$ cat src/verilog/mover_pkg.sv
// Constants, field layout, states and helper functions of the four channel memory mover.
// Assumes a 24-bit byte-addressed data space shared with the processor and an AHB-Lite register port.
package mover_pkg;

  localparam int NCH     = 4;           // Channel count
  localparam int AW      = 24;          // Data space address width
  localparam int CTRL_W  = 12;          // Stored control bits per channel

  // Per-channel register offsets, channel n sits at n * 0x20
  localparam logic [4:0] OFS_CTRL    = 5'h00;
  localparam logic [4:0] OFS_BLOCK   = 5'h04;
  localparam logic [4:0] OFS_REPEAT  = 5'h08;
  localparam logic [4:0] OFS_SRC     = 5'h0c;
  localparam logic [4:0] OFS_DST     = 5'h10;
  localparam logic [4:0] OFS_CUR_SRC = 5'h14;
  localparam logic [4:0] OFS_CUR_DST = 5'h18;
  localparam logic [4:0] OFS_LEFT    = 5'h1c;

  // Global register offsets
  localparam logic [7:0] OFS_PRIO    = 8'h80;
  localparam logic [7:0] OFS_STATUS  = 8'h84;
  localparam logic [7:0] OFS_MASK    = 8'h88;
  localparam logic [7:0] OFS_BUSY    = 8'h8c;

  // Control field positions
  localparam int F_EN     = 0;          // Channel enable
  localparam int F_SWTRIG = 1;          // Software trigger, write only
  localparam int F_RELOAD = 2;          // Restore addresses at completion
  localparam int F_LINK   = 3;          // Start partner channel at completion
  localparam int F_BURST  = 4;          // Two bits, burst of 1 << value bytes
  localparam int F_SMODE  = 6;          // Two bits, source address mode
  localparam int F_DMODE  = 8;          // Two bits, destination address mode
  localparam int F_TSEL   = 10;         // Two bits, trigger line select

  // Address modes
  localparam logic [1:0] AM_FIXED = 2'h0;
  localparam logic [1:0] AM_INC   = 2'h1;
  localparam logic [1:0] AM_DEC   = 2'h2;

  // Memory regions guarded by the engine
  localparam logic [AW-1:0] NVM_LO   = 24'h001000;
  localparam logic [AW-1:0] NVM_HI   = 24'h001fff;
  localparam logic [AW-1:0] FLASH_LO = 24'h800000;
  localparam logic [AW-1:0] FLASH_HI = 24'hffffff;

  // Reset values
  localparam logic [CTRL_W-1:0] CTRL_RST = 12'h000;
  localparam logic [7:0]        MASK_RST = 8'h00;

  typedef enum logic [1:0] {
    ST_IDLE  = 2'b00,
    ST_READ  = 2'b01,
    ST_WRITE = 2'b11
  } mover_state_t;

  // Next address after one byte
  function automatic logic [AW-1:0] step_addr(input logic [AW-1:0] a, input logic [1:0] mode);
    step_addr = (mode == AM_INC) ? a + 24'h1 : (mode == AM_DEC) ? a - 24'h1 : a;
  endfunction

  // Bytes in one burst
  function automatic logic [3:0] burst_bytes(input logic [1:0] sel);
    burst_bytes = 4'h1 << sel;
  endfunction

  function automatic logic nvm_hit(input logic [AW-1:0] a);
    nvm_hit = (a >= NVM_LO) && (a <= NVM_HI);
  endfunction

  function automatic logic flash_hit(input logic [AW-1:0] a);
    flash_hit = (a >= FLASH_LO) && (a <= FLASH_HI);
  endfunction

endpackage
$ cat src/verilog/channel_arbiter.sv
// Picks one requesting channel, fixed or rotating priority.
// Assumes take is pulsed only in a cycle where grant_valid is high.
module channel_arbiter
(
  input  wire logic                          hclk,
  input  wire logic                          hresetn,
  input  wire logic [mover_pkg::NCH-1:0]     req,          // Channels ready for a burst
  input  wire logic                          round_robin,  // Rotating when high, else channel 0 first
  input  wire logic                          take,         // Grant accepted this cycle
  output logic                               grant_valid,
  output logic [1:0]                         grant_idx
);

  logic [1:0] last;  // Channel served most recently

  // Lowest candidate wins; rotating mode starts just after the last one served
  always_comb
  begin
    logic [1:0] cand;
    cand        = 2'h0;
    grant_valid = 1'b0;
    grant_idx   = 2'h0;
    for (int k = mover_pkg::NCH - 1; k >= 0; k--)
    begin
      cand = round_robin ? 2'(last + 2'h1 + 2'(k)) : 2'(k);
      if (req[cand])
      begin
        grant_valid = 1'b1;
        grant_idx   = cand;
      end
    end
  end

  // Remember who was served so rotation moves on
  always_ff @(posedge hclk or negedge hresetn)
  begin
    if (!hresetn)
      last <= 2'h3;
    else if (take)
      last <= grant_idx;
  end

  a_grant_requested: assert property (@(posedge hclk) disable iff (!hresetn)
    grant_valid |-> req[grant_idx]) else $error("grant to idle channel");
  a_fixed_lowest: assert property (@(posedge hclk) disable iff (!hresetn)
    grant_valid && !round_robin |-> (req & ((4'h1 << grant_idx) - 4'h1)) == 4'h0)
    else $error("fixed priority skipped a lower channel");

endmodule // channel_arbiter

$ cat src/verilog/four_channel_memory_mover.sv
// Four channel memory mover: AHB-Lite register slave plus a byte master on the shared data bus.
// Assumes mem_ack is a one-cycle pulse given only while mem_req is high, and that the
// processor honours bus_own by holding its own data accesses.
module four_channel_memory_mover
#(
  parameter int TRIG_W = 4  // Trigger lines per channel
)
(
  input  wire logic                                 hclk,
  input  wire logic                                 hresetn,
  input  wire logic                                 hsel,
  input  wire logic [31:0]                          haddr,
  input  wire logic [1:0]                           htrans,
  input  wire logic                                 hwrite,
  input  wire logic [2:0]                           hsize,
  input  wire logic [31:0]                          hwdata,
  input  wire logic                                 hready,
  output logic                                      hreadyout,
  output logic [31:0]                               hrdata,
  output logic                                      hresp,
  output logic                                      irq,
  input  wire logic [mover_pkg::NCH*TRIG_W-1:0]     trig_in,
  output logic                                      bus_own,
  output logic                                      mem_req,
  output logic                                      mem_we,
  output logic [mover_pkg::AW-1:0]                  mem_addr,
  output logic [7:0]                                mem_wdata,
  input  wire logic [7:0]                           mem_rdata,
  input  wire logic                                 mem_ack
);

  localparam int NCH = mover_pkg::NCH;
  localparam int AW  = mover_pkg::AW;

  // Trigger select is two bits wide, so more than four lines cannot be reached
  if (TRIG_W < 1 || TRIG_W > 4) begin : g_bad_trig
    $error("TRIG_W must be 1 to 4");
  end

  // Per-channel configuration and working state
  logic [mover_pkg::CTRL_W-1:0] ctrl     [NCH];  // Control fields
  logic [15:0]                  blk      [NCH];  // Block size, 0 means 64K
  logic [7:0]                   rep      [NCH];  // Repeat count, 0 means 256
  logic [AW-1:0]                src_base [NCH];  // Programmed source
  logic [AW-1:0]                dst_base [NCH];  // Programmed destination
  logic [AW-1:0]                src_cur  [NCH];  // Running source
  logic [AW-1:0]                dst_cur  [NCH];  // Running destination
  logic [16:0]                  blk_left [NCH];  // Bytes left in this block
  logic [8:0]                   rep_left [NCH];  // Blocks left including this one
  logic [NCH-1:0]               pend;            // Burst requested by a trigger

  // Global registers
  logic [7:0]                   stat;            // Error in 7:4, done in 3:0
  logic [7:0]                   mask;            // Interrupt enables, same layout
  logic                         prio_rr;         // Rotating priority when set

  // Engine state
  mover_pkg::mover_state_t      st;
  logic [1:0]                   act;             // Channel owning the bus
  logic [3:0]                   burst_cnt;       // Bytes done in this burst
  logic [7:0]                   data_byte;       // Byte between read and write

  // Bus address phase captured for the data phase write
  logic                         ap_wr;
  logic [7:0]                   ap_addr;
  logic                         ap_low;          // Upper address bits were zero

  // Address phase decode
  wire        ap_take  = hsel & hready & htrans[1];
  wire        rd_low   = haddr[31:8] == 24'h0;
  wire        wr_ch    = ap_wr & ap_low & ~ap_addr[7];
  wire        wr_gl    = ap_wr & ap_low & ap_addr[7];
  wire [1:0]  wr_sel   = ap_addr[6:5];
  wire [4:0]  wr_off   = ap_addr[4:0];
  wire        w_stat   = wr_gl & (ap_addr == mover_pkg::OFS_STATUS);
  wire        w_mask   = wr_gl & (ap_addr == mover_pkg::OFS_MASK);
  wire        w_prio   = wr_gl & (ap_addr == mover_pkg::OFS_PRIO);

  // Engine decode on the active channel
  wire [1:0]  a_smode   = ctrl[act][mover_pkg::F_SMODE +: 2];
  wire [1:0]  a_dmode   = ctrl[act][mover_pkg::F_DMODE +: 2];
  wire        byte_done = (st == mover_pkg::ST_WRITE) & mem_req & mem_ack;
  wire        last_byte = blk_left[act] == 17'h1;
  wire        last_rep  = rep_left[act] == 9'h1;
  wire        finish    = byte_done & last_byte & last_rep;
  wire [3:0]  burst_len = mover_pkg::burst_bytes(ctrl[act][mover_pkg::F_BURST +: 2]);
  wire        burst_end = byte_done & (last_byte | (burst_cnt + 4'h1 == burst_len));
  wire        bad_src   = mover_pkg::flash_hit(src_cur[act]);
  wire        bad_dst   = mover_pkg::flash_hit(dst_cur[act]) | mover_pkg::nvm_hit(dst_cur[act]);
  wire        abort     = ~mem_req & (((st == mover_pkg::ST_READ) & bad_src) |
                                      ((st == mover_pkg::ST_WRITE) & bad_dst));
  wire [3:0]  act_bit   = 4'h1 << act;
  wire [3:0]  done_vec  = finish ? act_bit : 4'h0;
  wire [3:0]  err_vec   = abort ? act_bit : 4'h0;
  wire [1:0]  partner   = act ^ 2'h1;

  // Trigger selection and arbitration
  wire [NCH-1:0] trig_line;
  wire [NCH-1:0] sw_trig;
  wire [NCH-1:0] en_vec;
  wire           grant_valid;
  wire [1:0]     grant_idx;
  wire           take = (st == mover_pkg::ST_IDLE) & grant_valid;

  for (genvar c = 0; c < NCH; c++) begin : g_trig
    wire [1:0] tsel = ctrl[c][mover_pkg::F_TSEL +: 2];
    assign trig_line[c] = (32'(tsel) < TRIG_W) & trig_in[c*TRIG_W + 32'(tsel)];
    assign sw_trig[c]   = wr_ch & (wr_sel == 2'(c)) & (wr_off == mover_pkg::OFS_CTRL)
                        & hwdata[mover_pkg::F_SWTRIG];
    assign en_vec[c]    = ctrl[c][mover_pkg::F_EN];
  end

  channel_arbiter u_arb
  (
    .hclk        (hclk),
    .hresetn     (hresetn),
    .req         (pend & en_vec),
    .round_robin (prio_rr),
    .take        (take),
    .grant_valid (grant_valid),
    .grant_idx   (grant_idx)
  );

  // Register read value for the address phase now on the bus
  logic [31:0] rv;
  always_comb
  begin
    rv = 32'h0;
    if (rd_low && !haddr[7])
    begin
      unique case (haddr[4:0])
        mover_pkg::OFS_CTRL:    rv = 32'(ctrl[haddr[6:5]]);
        mover_pkg::OFS_BLOCK:   rv = 32'(blk[haddr[6:5]]);
        mover_pkg::OFS_REPEAT:  rv = 32'(rep[haddr[6:5]]);
        mover_pkg::OFS_SRC:     rv = 32'(src_base[haddr[6:5]]);
        mover_pkg::OFS_DST:     rv = 32'(dst_base[haddr[6:5]]);
        mover_pkg::OFS_CUR_SRC: rv = 32'(src_cur[haddr[6:5]]);
        mover_pkg::OFS_CUR_DST: rv = 32'(dst_cur[haddr[6:5]]);
        mover_pkg::OFS_LEFT:    rv = {6'h0, rep_left[haddr[6:5]], blk_left[haddr[6:5]]};
        default:                rv = 32'h0;  // Unmapped words read zero
      endcase
    end
    else if (rd_low)
    begin
      unique case (haddr[7:0])
        mover_pkg::OFS_PRIO:   rv = {31'h0, prio_rr};
        mover_pkg::OFS_STATUS: rv = {24'h0, stat};
        mover_pkg::OFS_MASK:   rv = {24'h0, mask};
        mover_pkg::OFS_BUSY:   rv = {26'h0, act, 3'h0, st != mover_pkg::ST_IDLE};
        default:               rv = 32'h0;
      endcase
    end
  end

  // Bus slave: zero wait, read data registered from the address phase
  always_ff @(posedge hclk or negedge hresetn)
  begin
    if (!hresetn)
    begin
      hreadyout <= 1'b1;
      hresp     <= 1'b0;
      hrdata    <= 32'h0;
      ap_wr     <= 1'b0;
      ap_addr   <= 8'h0;
      ap_low    <= 1'b0;
    end
    else
    begin
      hreadyout <= 1'b1;
      hresp     <= 1'b0;
      hrdata    <= (ap_take & ~hwrite) ? rv : 32'h0;
      ap_wr     <= ap_take & hwrite;
      ap_addr   <= haddr[7:0];
      ap_low    <= rd_low;
    end
  end

  // Global registers; a hardware set beats a same-cycle write-one clear
  always_ff @(posedge hclk or negedge hresetn)
  begin
    if (!hresetn)
    begin
      stat    <= 8'h0;
      mask    <= mover_pkg::MASK_RST;
      prio_rr <= 1'b0;
      irq     <= 1'b0;
    end
    else
    begin
      stat <= (stat & ~(w_stat ? hwdata[7:0] : 8'h0)) | {err_vec, done_vec};
      if (w_mask)
        mask <= hwdata[7:0];
      if (w_prio)
        prio_rr <= hwdata[0];
      irq <= |(stat & mask);
    end
  end

  // Channel registers: bus writes first, engine updates override in the same cycle
  always_ff @(posedge hclk or negedge hresetn)
  begin
    if (!hresetn)
    begin
      pend <= '0;
      for (int c = 0; c < NCH; c++)
      begin
        ctrl[c]     <= mover_pkg::CTRL_RST;
        blk[c]      <= 16'h0;
        rep[c]      <= 8'h0;
        src_base[c] <= '0;
        dst_base[c] <= '0;
        src_cur[c]  <= '0;
        dst_cur[c]  <= '0;
        blk_left[c] <= '0;
        rep_left[c] <= '0;
      end
    end
    else
    begin
      for (int c = 0; c < NCH; c++)
      begin
        // Trigger sets pending, burst end or abort clears it; set wins
        pend[c] <= (pend[c] & en_vec[c] & ~((burst_end | abort) & (act == 2'(c))))
                 | sw_trig[c] | (en_vec[c] & trig_line[c]);
        if (wr_ch && wr_sel == 2'(c))
        begin
          unique case (wr_off)
            mover_pkg::OFS_CTRL:
            begin
              ctrl[c] <= hwdata[mover_pkg::CTRL_W-1:0] & ~12'(1 << mover_pkg::F_SWTRIG);
              if (hwdata[mover_pkg::F_EN] && !en_vec[c])
              begin
                src_cur[c]  <= src_base[c];
                dst_cur[c]  <= dst_base[c];
                blk_left[c] <= {blk[c] == 16'h0, blk[c]};
                rep_left[c] <= {rep[c] == 8'h0, rep[c]};
              end
            end
            mover_pkg::OFS_BLOCK:  blk[c]      <= hwdata[15:0];
            mover_pkg::OFS_REPEAT: rep[c]      <= hwdata[7:0];
            mover_pkg::OFS_SRC:    src_base[c] <= hwdata[AW-1:0];
            mover_pkg::OFS_DST:    dst_base[c] <= hwdata[AW-1:0];
            default:               ;  // Read-only or unmapped words ignore writes
          endcase
        end
        // Partner of a finishing linked channel takes over
        if (finish && ctrl[act][mover_pkg::F_LINK] && partner == 2'(c))
        begin
          ctrl[c][mover_pkg::F_EN] <= 1'b1;
          src_cur[c]  <= src_base[c];
          dst_cur[c]  <= dst_base[c];
          blk_left[c] <= {blk[c] == 16'h0, blk[c]};
          rep_left[c] <= {rep[c] == 8'h0, rep[c]};
        end
      end
      // Illegal address stops the channel
      if (abort)
        ctrl[act][mover_pkg::F_EN] <= 1'b0;
      if (byte_done)
      begin
        src_cur[act]  <= mover_pkg::step_addr(src_cur[act], a_smode);
        dst_cur[act]  <= mover_pkg::step_addr(dst_cur[act], a_dmode);
        blk_left[act] <= blk_left[act] - 17'h1;
        if (last_byte && !last_rep)
        begin
          blk_left[act] <= {blk[act] == 16'h0, blk[act]};
          rep_left[act] <= rep_left[act] - 9'h1;
        end
        if (finish)
        begin
          ctrl[act][mover_pkg::F_EN] <= 1'b0;
          if (ctrl[act][mover_pkg::F_RELOAD])
          begin
            src_cur[act] <= src_base[act];
            dst_cur[act] <= dst_base[act];
          end
        end
      end
    end
  end

  // Bus master engine: one byte read then written, repeated for the burst
  always_ff @(posedge hclk or negedge hresetn)
  begin
    if (!hresetn)
    begin
      st        <= mover_pkg::ST_IDLE;
      act       <= 2'h0;
      burst_cnt <= 4'h0;
      data_byte <= 8'h0;
      bus_own   <= 1'b0;
      mem_req   <= 1'b0;
      mem_we    <= 1'b0;
      mem_addr  <= '0;
      mem_wdata <= 8'h0;
    end
    else
    begin
      unique case (st)
        mover_pkg::ST_IDLE:
        begin
          if (take)
          begin
            act       <= grant_idx;
            st        <= mover_pkg::ST_READ;
            bus_own   <= 1'b1;
            burst_cnt <= 4'h0;
          end
        end
        mover_pkg::ST_READ:
        begin
          if (abort)
          begin
            st      <= mover_pkg::ST_IDLE;
            bus_own <= 1'b0;
          end
          else if (!mem_req)
          begin
            mem_req  <= 1'b1;
            mem_we   <= 1'b0;
            mem_addr <= src_cur[act];
          end
          else if (mem_ack)
          begin
            mem_req   <= 1'b0;
            data_byte <= mem_rdata;
            st        <= mover_pkg::ST_WRITE;
          end
        end
        mover_pkg::ST_WRITE:
        begin
          if (abort)
          begin
            st      <= mover_pkg::ST_IDLE;
            bus_own <= 1'b0;
          end
          else if (!mem_req)
          begin
            mem_req   <= 1'b1;
            mem_we    <= 1'b1;
            mem_addr  <= dst_cur[act];
            mem_wdata <= data_byte;
          end
          else if (mem_ack)
          begin
            mem_req   <= 1'b0;
            burst_cnt <= burst_cnt + 4'h1;
            st        <= burst_end ? mover_pkg::ST_IDLE : mover_pkg::ST_READ;
            bus_own   <= ~burst_end;
          end
        end
      endcase
    end
  end

  a_nvm_no_write: assert property (@(posedge hclk) disable iff (!hresetn)
    mem_req && mem_we |-> !mover_pkg::nvm_hit(mem_addr)) else $error("write into nvm");
  a_flash_never: assert property (@(posedge hclk) disable iff (!hresetn)
    mem_req |-> !mover_pkg::flash_hit(mem_addr)) else $error("flash accessed");
  a_bus_owned: assert property (@(posedge hclk) disable iff (!hresetn)
    mem_req |-> bus_own ##0 st != mover_pkg::ST_IDLE) else $error("access without bus");
  a_burst_bound: assert property (@(posedge hclk) disable iff (!hresetn)
    st == mover_pkg::ST_WRITE |-> burst_cnt < burst_len) else $error("burst too long");
  a_done_flag: assert property (@(posedge hclk) disable iff (!hresetn)
    finish |=> stat[$past(act)] && !ctrl[$past(act)][mover_pkg::F_EN]) else $error("done missing");
  a_reload_addr: assert property (@(posedge hclk) disable iff (!hresetn)
    finish && ctrl[act][mover_pkg::F_RELOAD] |=> src_cur[$past(act)] == src_base[$past(act)]
    && dst_cur[$past(act)] == dst_base[$past(act)]) else $error("no reload");
  a_link_start: assert property (@(posedge hclk) disable iff (!hresetn)
    finish && ctrl[act][mover_pkg::F_LINK] |=> ctrl[$past(partner)][mover_pkg::F_EN])
    else $error("partner not started");
  a_src_step: assert property (@(posedge hclk) disable iff (!hresetn)
    byte_done && !finish && a_smode == mover_pkg::AM_INC && !wr_ch
    |=> src_cur[$past(act)] == $past(src_cur[act]) + 24'h1) else $error("source step");
  a_bus_release: assert property (@(posedge hclk) disable iff (!hresetn)
    burst_end |=> !bus_own ##1 !mem_req) else $error("bus kept after burst");

endmodule // four_channel_memory_mover

$ cat config.mk
export PLATFORM = sky130hd
export DESIGN_NAME = four_channel_memory_mover
export DESIGN_NICKNAME = d
export VERILOG_FILES = /design/src/verilog/mover_pkg.sv /design/src/verilog/channel_arbiter.sv /design/src/verilog/four_channel_memory_mover.sv
export SDC_FILE = /design/constraint.sdc
export NUM_CORES = 2
export LEC_CHECK = 0
export ABC_AREA = 0
export BUFFER_PORTS_ARGS = -buffer_cell sky130_fd_sc_hd__buf_2
export CAP_MARGIN = 25
export CELL_PAD_IN_SITES_DETAIL_PLACEMENT = 0
export CELL_PAD_IN_SITES_GLOBAL_PLACEMENT = 2
export CORE_MARGIN = 2
export CORE_UTILIZATION = 35
export CTS_CLUSTER_DIAMETER = 150
export DETAILED_ROUTE_END_ITERATION = 16
export PLACE_DENSITY = 0.64
export SETUP_SLACK_MARGIN = 0.05
export SYNTH_ARGS = -nofsm -noshare
export SYNTH_HDL_FRONTEND = slang
export SYNTH_SLANG_ARGS = --single-unit
$ cat constraint.sdc
create_clock -name hclk -period 5.6 [get_ports hclk]
set_input_delay 0.28 -clock hclk [delete_from_list [all_inputs] [get_ports hclk]]
set_output_delay 0.28 -clock hclk [all_outputs]
set_load 0.01 [all_outputs]
# After elaboration in Yosys (flattened, before gate mapping)
# Cells that the tools add are included.
dict set report totals {
  ff_bits 749
  inputBits 99
  out_inout_bits 70
}
dict set report op_classes {
  n_addsub 14
  n_lt_le_gt_ge 17
  n_eq_ne 48
  shifts 2
  n_mux 227
  n_bitwise 79
  reduce_logical 70
}
# operator n
set ops {}
lappend ops {{two-way mux 24 bit} 57}
lappend ops {{two-way mux 96 bit} 6}
lappend ops {{binary-select mux 24 bit (select 2 bit)} 8}
lappend ops {{bitwise mux 96 bit} 4}
lappend ops {{two-way mux 17 bit} 21}
lappend ops {{case mux 26 bit (8 select lines)} 1}
lappend ops {{two-way mux 9 bit} 21}
lappend ops {{two-way mux 48 bit} 3}
lappend ops {{bitwise mux 68 bit} 2}
lappend ops {{two-way mux 68 bit} 2}
lappend ops {{two-way mux 12 bit} 10}
lappend ops {{AND 48 bit} 2}
lappend ops {{logical NOT 16 bit} 5}
lappend ops {{two-way mux 36 bit} 2}
lappend ops {{binary-select mux 17 bit (select 2 bit)} 2}
lappend ops {{binary-select mux 16 bit (select 2 bit)} 2}
lappend ops {{two-way mux 16 bit} 4}
lappend ops {{two-way mux 32 bit} 2}
lappend ops {{equality test 8 bit (second input constant)} 7}
lappend ops {{adder 24 x 1 -> 24 bit (second input constant)} 2}
lappend ops {{binary-select mux 12 bit (select 2 bit)} 2}
lappend ops {{demux 24 bit (select 2 bit)} 1}
lappend ops {{greater-or-equal comparator 24 bit (second input constant)} 2}
lappend ops {{less-or-equal comparator 24 bit (second input constant)} 2}
lappend ops {{68 further kinds} 287}

# Longest topological paths before layout
dict set report logic_depth {
  ltp_word 16
  mapped_depth 19
}

# By module
# From an unflattened synthesis, not the netlist that was laid out.
dict set report hier_totals {
  hier_cells 3714
  hier_area_um2 44301.2
}
# module instances cells_each area_per_inst_um2
set modules_own_cells {}
lappend modules_own_cells {four_channel_memory_mover 1 3672 43960.9}
lappend modules_own_cells {channel_arbiter 1 42 340.3}

# Worst setup path after synthesis
# No wires, ideal clock.
dict set report synth_timing {
  kind {reg-to-reg}
  startpoint {reg act[1]}
  endpoint {reg dst_cur[89] in the netlist's numbering}
  arrival_time_ns 3.778
  setup_slack_ns 1.685
  stages_incl_launch_ff 18
  n_path_buf 7
  path_cell_list {dfrtp_1 buf_2 buf_4 buf_4 buf_2 buf_2 buf_2 buf_2 mux4_2 inv_1 ha_1 nor4b_1 nand4_1 or3_1 and2_1 mux2_2 a311oi_1 a21oi_1}
}
dict set report synth_via {
  elab_chain_cells 15
  elab_cells_between_ends 40
  classes_between {add/sub: 2; order compare: 2; eq/ne: 4; mux: 25; bitwise: 3; reduce/logical: 4}
}
# element line
set synth_rtl {}
lappend synth_rtl {{start, declared} four_channel_memory_mover.sv:59} ;# logic [1:0] act;
lappend synth_rtl {{start signal, assigned} four_channel_memory_mover.sv:304} ;# act <= grant_idx;
lappend synth_rtl {{branches (longest 14 deep; another with subtractor 24 x 1 -> 24 bit)} -}
lappend synth_rtl {{two-way mux 96 bit *} four_channel_memory_mover.sv:259} ;# if (byte_done)
lappend synth_rtl {{end signal, assigned by index} four_channel_memory_mover.sv:251} ;# dst_cur[c] <= dst_base[c];
lappend synth_rtl {{end signal, assigned by index} four_channel_memory_mover.sv:262} ;# dst_cur[act] <= mover_pkg::step_addr(dst_cur[act], a_dmode);
lappend synth_rtl {{end signal, assigned by index} four_channel_memory_mover.sv:275} ;# dst_cur[act] <= dst_base[act];
lappend synth_rtl {{end, declared} four_channel_memory_mover.sv:47} ;# logic [AW-1:0] dst_cur [NCH];
# Every way passes the cells marked *. The select of a mux whose other input is x is not followed.
# A chain may end at the register's enable or synchronous reset.

# Worst setup path in the final report
dict set report layout_timing {
  startpoint {reg act[0]}
  endpoint {reg blk_left[63] in the netlist's numbering}
}
dict set report layout_via {
  elab_chain_cells 14
  elab_cells_between_ends 34
  classes_between {add/sub: 1; order compare: 2; eq/ne: 2; mux: 19; bitwise: 4; reduce/logical: 6}
}
# element line
set layout_rtl {}
lappend layout_rtl {{branches (longest 13 deep; another with subtractor 17 x 1 -> 17 bit)} -}
lappend layout_rtl {{two-way mux 68 bit *} four_channel_memory_mover.sv:259}
lappend layout_rtl {{end signal, assigned by index} four_channel_memory_mover.sv:252} ;# blk_left[c] <= {blk[c] == 16'h0, blk[c]};
lappend layout_rtl {{end signal, assigned by index} four_channel_memory_mover.sv:263} ;# blk_left[act] <= blk_left[act] - 17'h1;
lappend layout_rtl {{end signal, assigned by index} four_channel_memory_mover.sv:266} ;# blk_left[act] <= {blk[act] == 16'h0, blk[act]};
lappend layout_rtl {{end, declared} four_channel_memory_mover.sv:48} ;# logic [16:0] blk_left [NCH];
# Marked as above.

==> out/metrics.yaml <==
clk_pin_slew_worst_paths_ns: 0.06
grt_pass1_vias: 34400
post_synth_inst_count: 3858
seqCellArea_um2: 18500
timing_worst_setup_path_type: "register to register"
die_w_um: 354
synth_area_um2: 42900
count_leader_synth: "dfrtp_1"
routed_via_density: 6.14
leakagePower_uw: 0.0205
grt_setup_unrepaired: "false"
hold_path_class: "primary input to register"
slew_violations: 0
area_growth_pct: 14.9
buffer_ports.inserted: 148
critical_path_arrival_ns: 5.40
tritoncts: "yes"
hold_viol_final: 0
global_route_wire_length_before_repair_mm: 265
post-dp-hpwl_mm: 118
clock_tree.htree_level_count: 3
power.density_cell_area_nw_per_um2: 490
post-layout-total-power_uw: 24200
core_region_area_um2: 122000
drv_cap: 0
worstSetupEndpointType: "register"
met1_usage: 0.414
synth_top_area_cell: "dfrtp_1"
fp.dieArea_um2: 125000
worstRegToRegCells: 11
dieHeight_um: 354
post-synth-top-area-fraction: 0.430
postSynth.asyncResetShare: 1.00
synth.lib_cells_used.distinct: 86
routed_wl_mm: 184
power.share.clock: 0.270
drc: 0
synth-warning-count: 0
worstMarginPinSlew_ns: 1.13
intPower_uw: 14600
totalNegativeSetupSlack_ns: 0
synth_commonest_cells: "dfrtp_1 (737), nand2_1 (561), mux2_2 (333)"
gp_routability_congestion: 0.871
status: "finished clean"
multi_input_area_um2: 23100
grt_max_degree: 154
post_synth.cell_area_avg_um2: 11.1
tritoncts.num_buffers: 91
switching_share: 0.397
critical_path.startpoint_type: "register"
synth_seq_cells: 739
postSynth.topFlopCell: "dfrtp_1"
drt_pre_antenna_iters: 6
p_seq_frac: 0.316
groute.layer.met3.usage: 0.0443
setup-violations-final: 0
final_clock_period_utilization_by_the_worst_path: 0.861
power_switching_uw: 9600
worstPathMaxFanout: 24
diodes: 0
timing.clock.skew_ns: 0.0206
initial_core_utilization: 0.353
synth_edf_count: 0
rrSetupSlack_ns: 0.78
required_ns: 6.18
timing.hold.worst_endpoint: "ap_addr[3]$_DFF_PN0_"
finalNonFillerCells: 5640
fillCellCount: 11800
final_antenna_net_count: 0
clk-insertion-delay-late_ns: 0.68
seq_area_frac_synth: 0.431
reg_to_reg_critical_path_endpoint: "blk_left[63]$_DFF_PN0_"
drive_above_1_share: 0.280
top_usage_layer: "met2"
pwr-share-comb: 0.414
io_pins: 169
finish.utilization: 0.405
place.detailed.instances: 5443
final_net_count: 4047
core.rowCount: 128
max-clock-path-buffers: 3
routed_wire_length_per_instance_um: 32.7
yosys-top-cells-area: "dfrtp_1 (43%), mux4_2 (15%), mux2_2 (8.7%)"
timing.fmax_mhz: 208
iter_0_drt_violations: 3349
globalRouteOverflowTotal: 0
worstHoldPathCells: 1
cts_root_buf: "clkbuf_16"
r2r_start: "act[0]$_DFFE_PN0P_"
cts.sinks: 739
period_minus_slack_ns: 4.82
ir_drop_v: 0.000289
timing.hold.worst.start: "haddr[3]"
cts_setup_buffers: 0
dr_total_vias: 34600
timing.slew.headroom: 0.249
grt_antenna_before_repair: 13
gr-usage-all-layers: 0.291
grt_use_met2: 0.459
[routing by layer]
layer / up-vias / part of all wire
li1: 14700 / -
met1: 18400 / 0.45
met2: 1264 / 0.46
met3: 283 / 0.060
met4: 8 / 0.034
met5: - / 0.00030
[placed cells by master (no fill, tap or decap), types with 28 or more instances in the layout]
cell and count:
a211oi_1 97, a21oi_1 276, a22oi_1 64, a31oi_1 77
and2_1 28, and3_1 132, buf_2 145, buf_4 95
clkbuf_16 95, clkbuf_8 29, dfrtp_1 735, mux2_2 333
mux2i_1 118, mux4_2 295, nand2_1 552, nand3_1 41
nor2_1 170, nor2b_1 65, nor3_1 33, nor4_1 51
o21ai_0 73, xnor2_1 41
[power by group through the flow]
stage	Sequential (uW)	Combinational [uW]	Clock (uW)
2_1_floorplan	7300	6750	0
3_3_place_gp	7670	9860	0
3_5_place_dp	7700	9850	0
4_1_cts	7610	9910	6630
5_1_grt	7790	10800	6840
6_report	7630	10000	6520
[worst max-delay path by stage]
stage | start | end | slack (ns) | cells past startpoint
floorplan | act[1]$_DFFE_PN0P_ | dst_cur[89]$_DFF_PN0_ | 1.68 | 17
global placement | act[0]$_DFFE_PN0P_ | src_cur[0]$_DFF_PN0_ | 0.95 | 9
detailed placement | act[0]$_DFFE_PN0P_ | blk_left[63]$_DFF_PN0_ | 0.92 | 11
CTS | act[0]$_DFFE_PN0P_ | blk_left[63]$_DFF_PN0_ | 0.88 | 11
global route | act[0]$_DFFE_PN0P_ | dst_cur[5]$_DFF_PN0_ | 0.71 | 12
finish | act[0]$_DFFE_PN0P_ | blk_left[63]$_DFF_PN0_ | 0.78 | 11
[flip-flops by register name (all words and copies together), names as in the netlist, 32 cells and up]
| register | flops |
|---|---|
| src_cur | 96 |
| rep | 32 |
| blk | 64 |
| dst_cur | 96 |
| ctrl | 44 |
| rep_left | 36 |
| blk_left | 68 |
| dst_base | 96 |
| src_base | 96 |
[worst max-delay path, stage by stage, from the launching register on]
cell and delay (ns):
dfrtp_4 0.93, mux4_2 0.63, inv_1 0.10, ha_1 0.14
nor4b_1 0.68, and2_1 0.53, buf_4 0.30, a41o_4 0.62
buf_12 0.27, nand2_1 0.08, and3_1 0.18, a21oi_1 0.13
[logic make-up after synthesis]
group,synth area share
compound gates,0.112
fa+ha+maj,0.00262
xor+xnor,0.0127
flops,0.431
buf+inv,0.0360
mux,0.270
simple gates,0.136
other cells,0.000175
[through the flow]
step                      hold slack [ns]  cell area, um^2  setup slack [ns]
after floorplan                   -0.0156            42900              1.68
after global placement              0.447            45700             0.955
after detailed placement            0.452            45800             0.919
after CTS                         0.00636            49300             0.876
after global routing               0.0161            49300             0.709
final                              0.0568            49300             0.781
[layout make-up]
type | count | share of cell area
sequential | 739 | 0.375
inverter | 18 | 0.00137
multi-input combinational | 2791 | 0.469
clock buffer | 137 | 0.0571
clock inverter | 32 | 0.00911
tap | 1625 | 0.0412
timing repair buffer | 298 | 0.0474
[what timing repair did]
action | in CTS | in global routing
endpoints found under the setup margin | 0 | 0
resized for setup | 0 | 0
hold endpoints to repair | 160 | 0
hold buffers | 26 | 0
No activity file was read; power rests on OpenSTA's default activity.
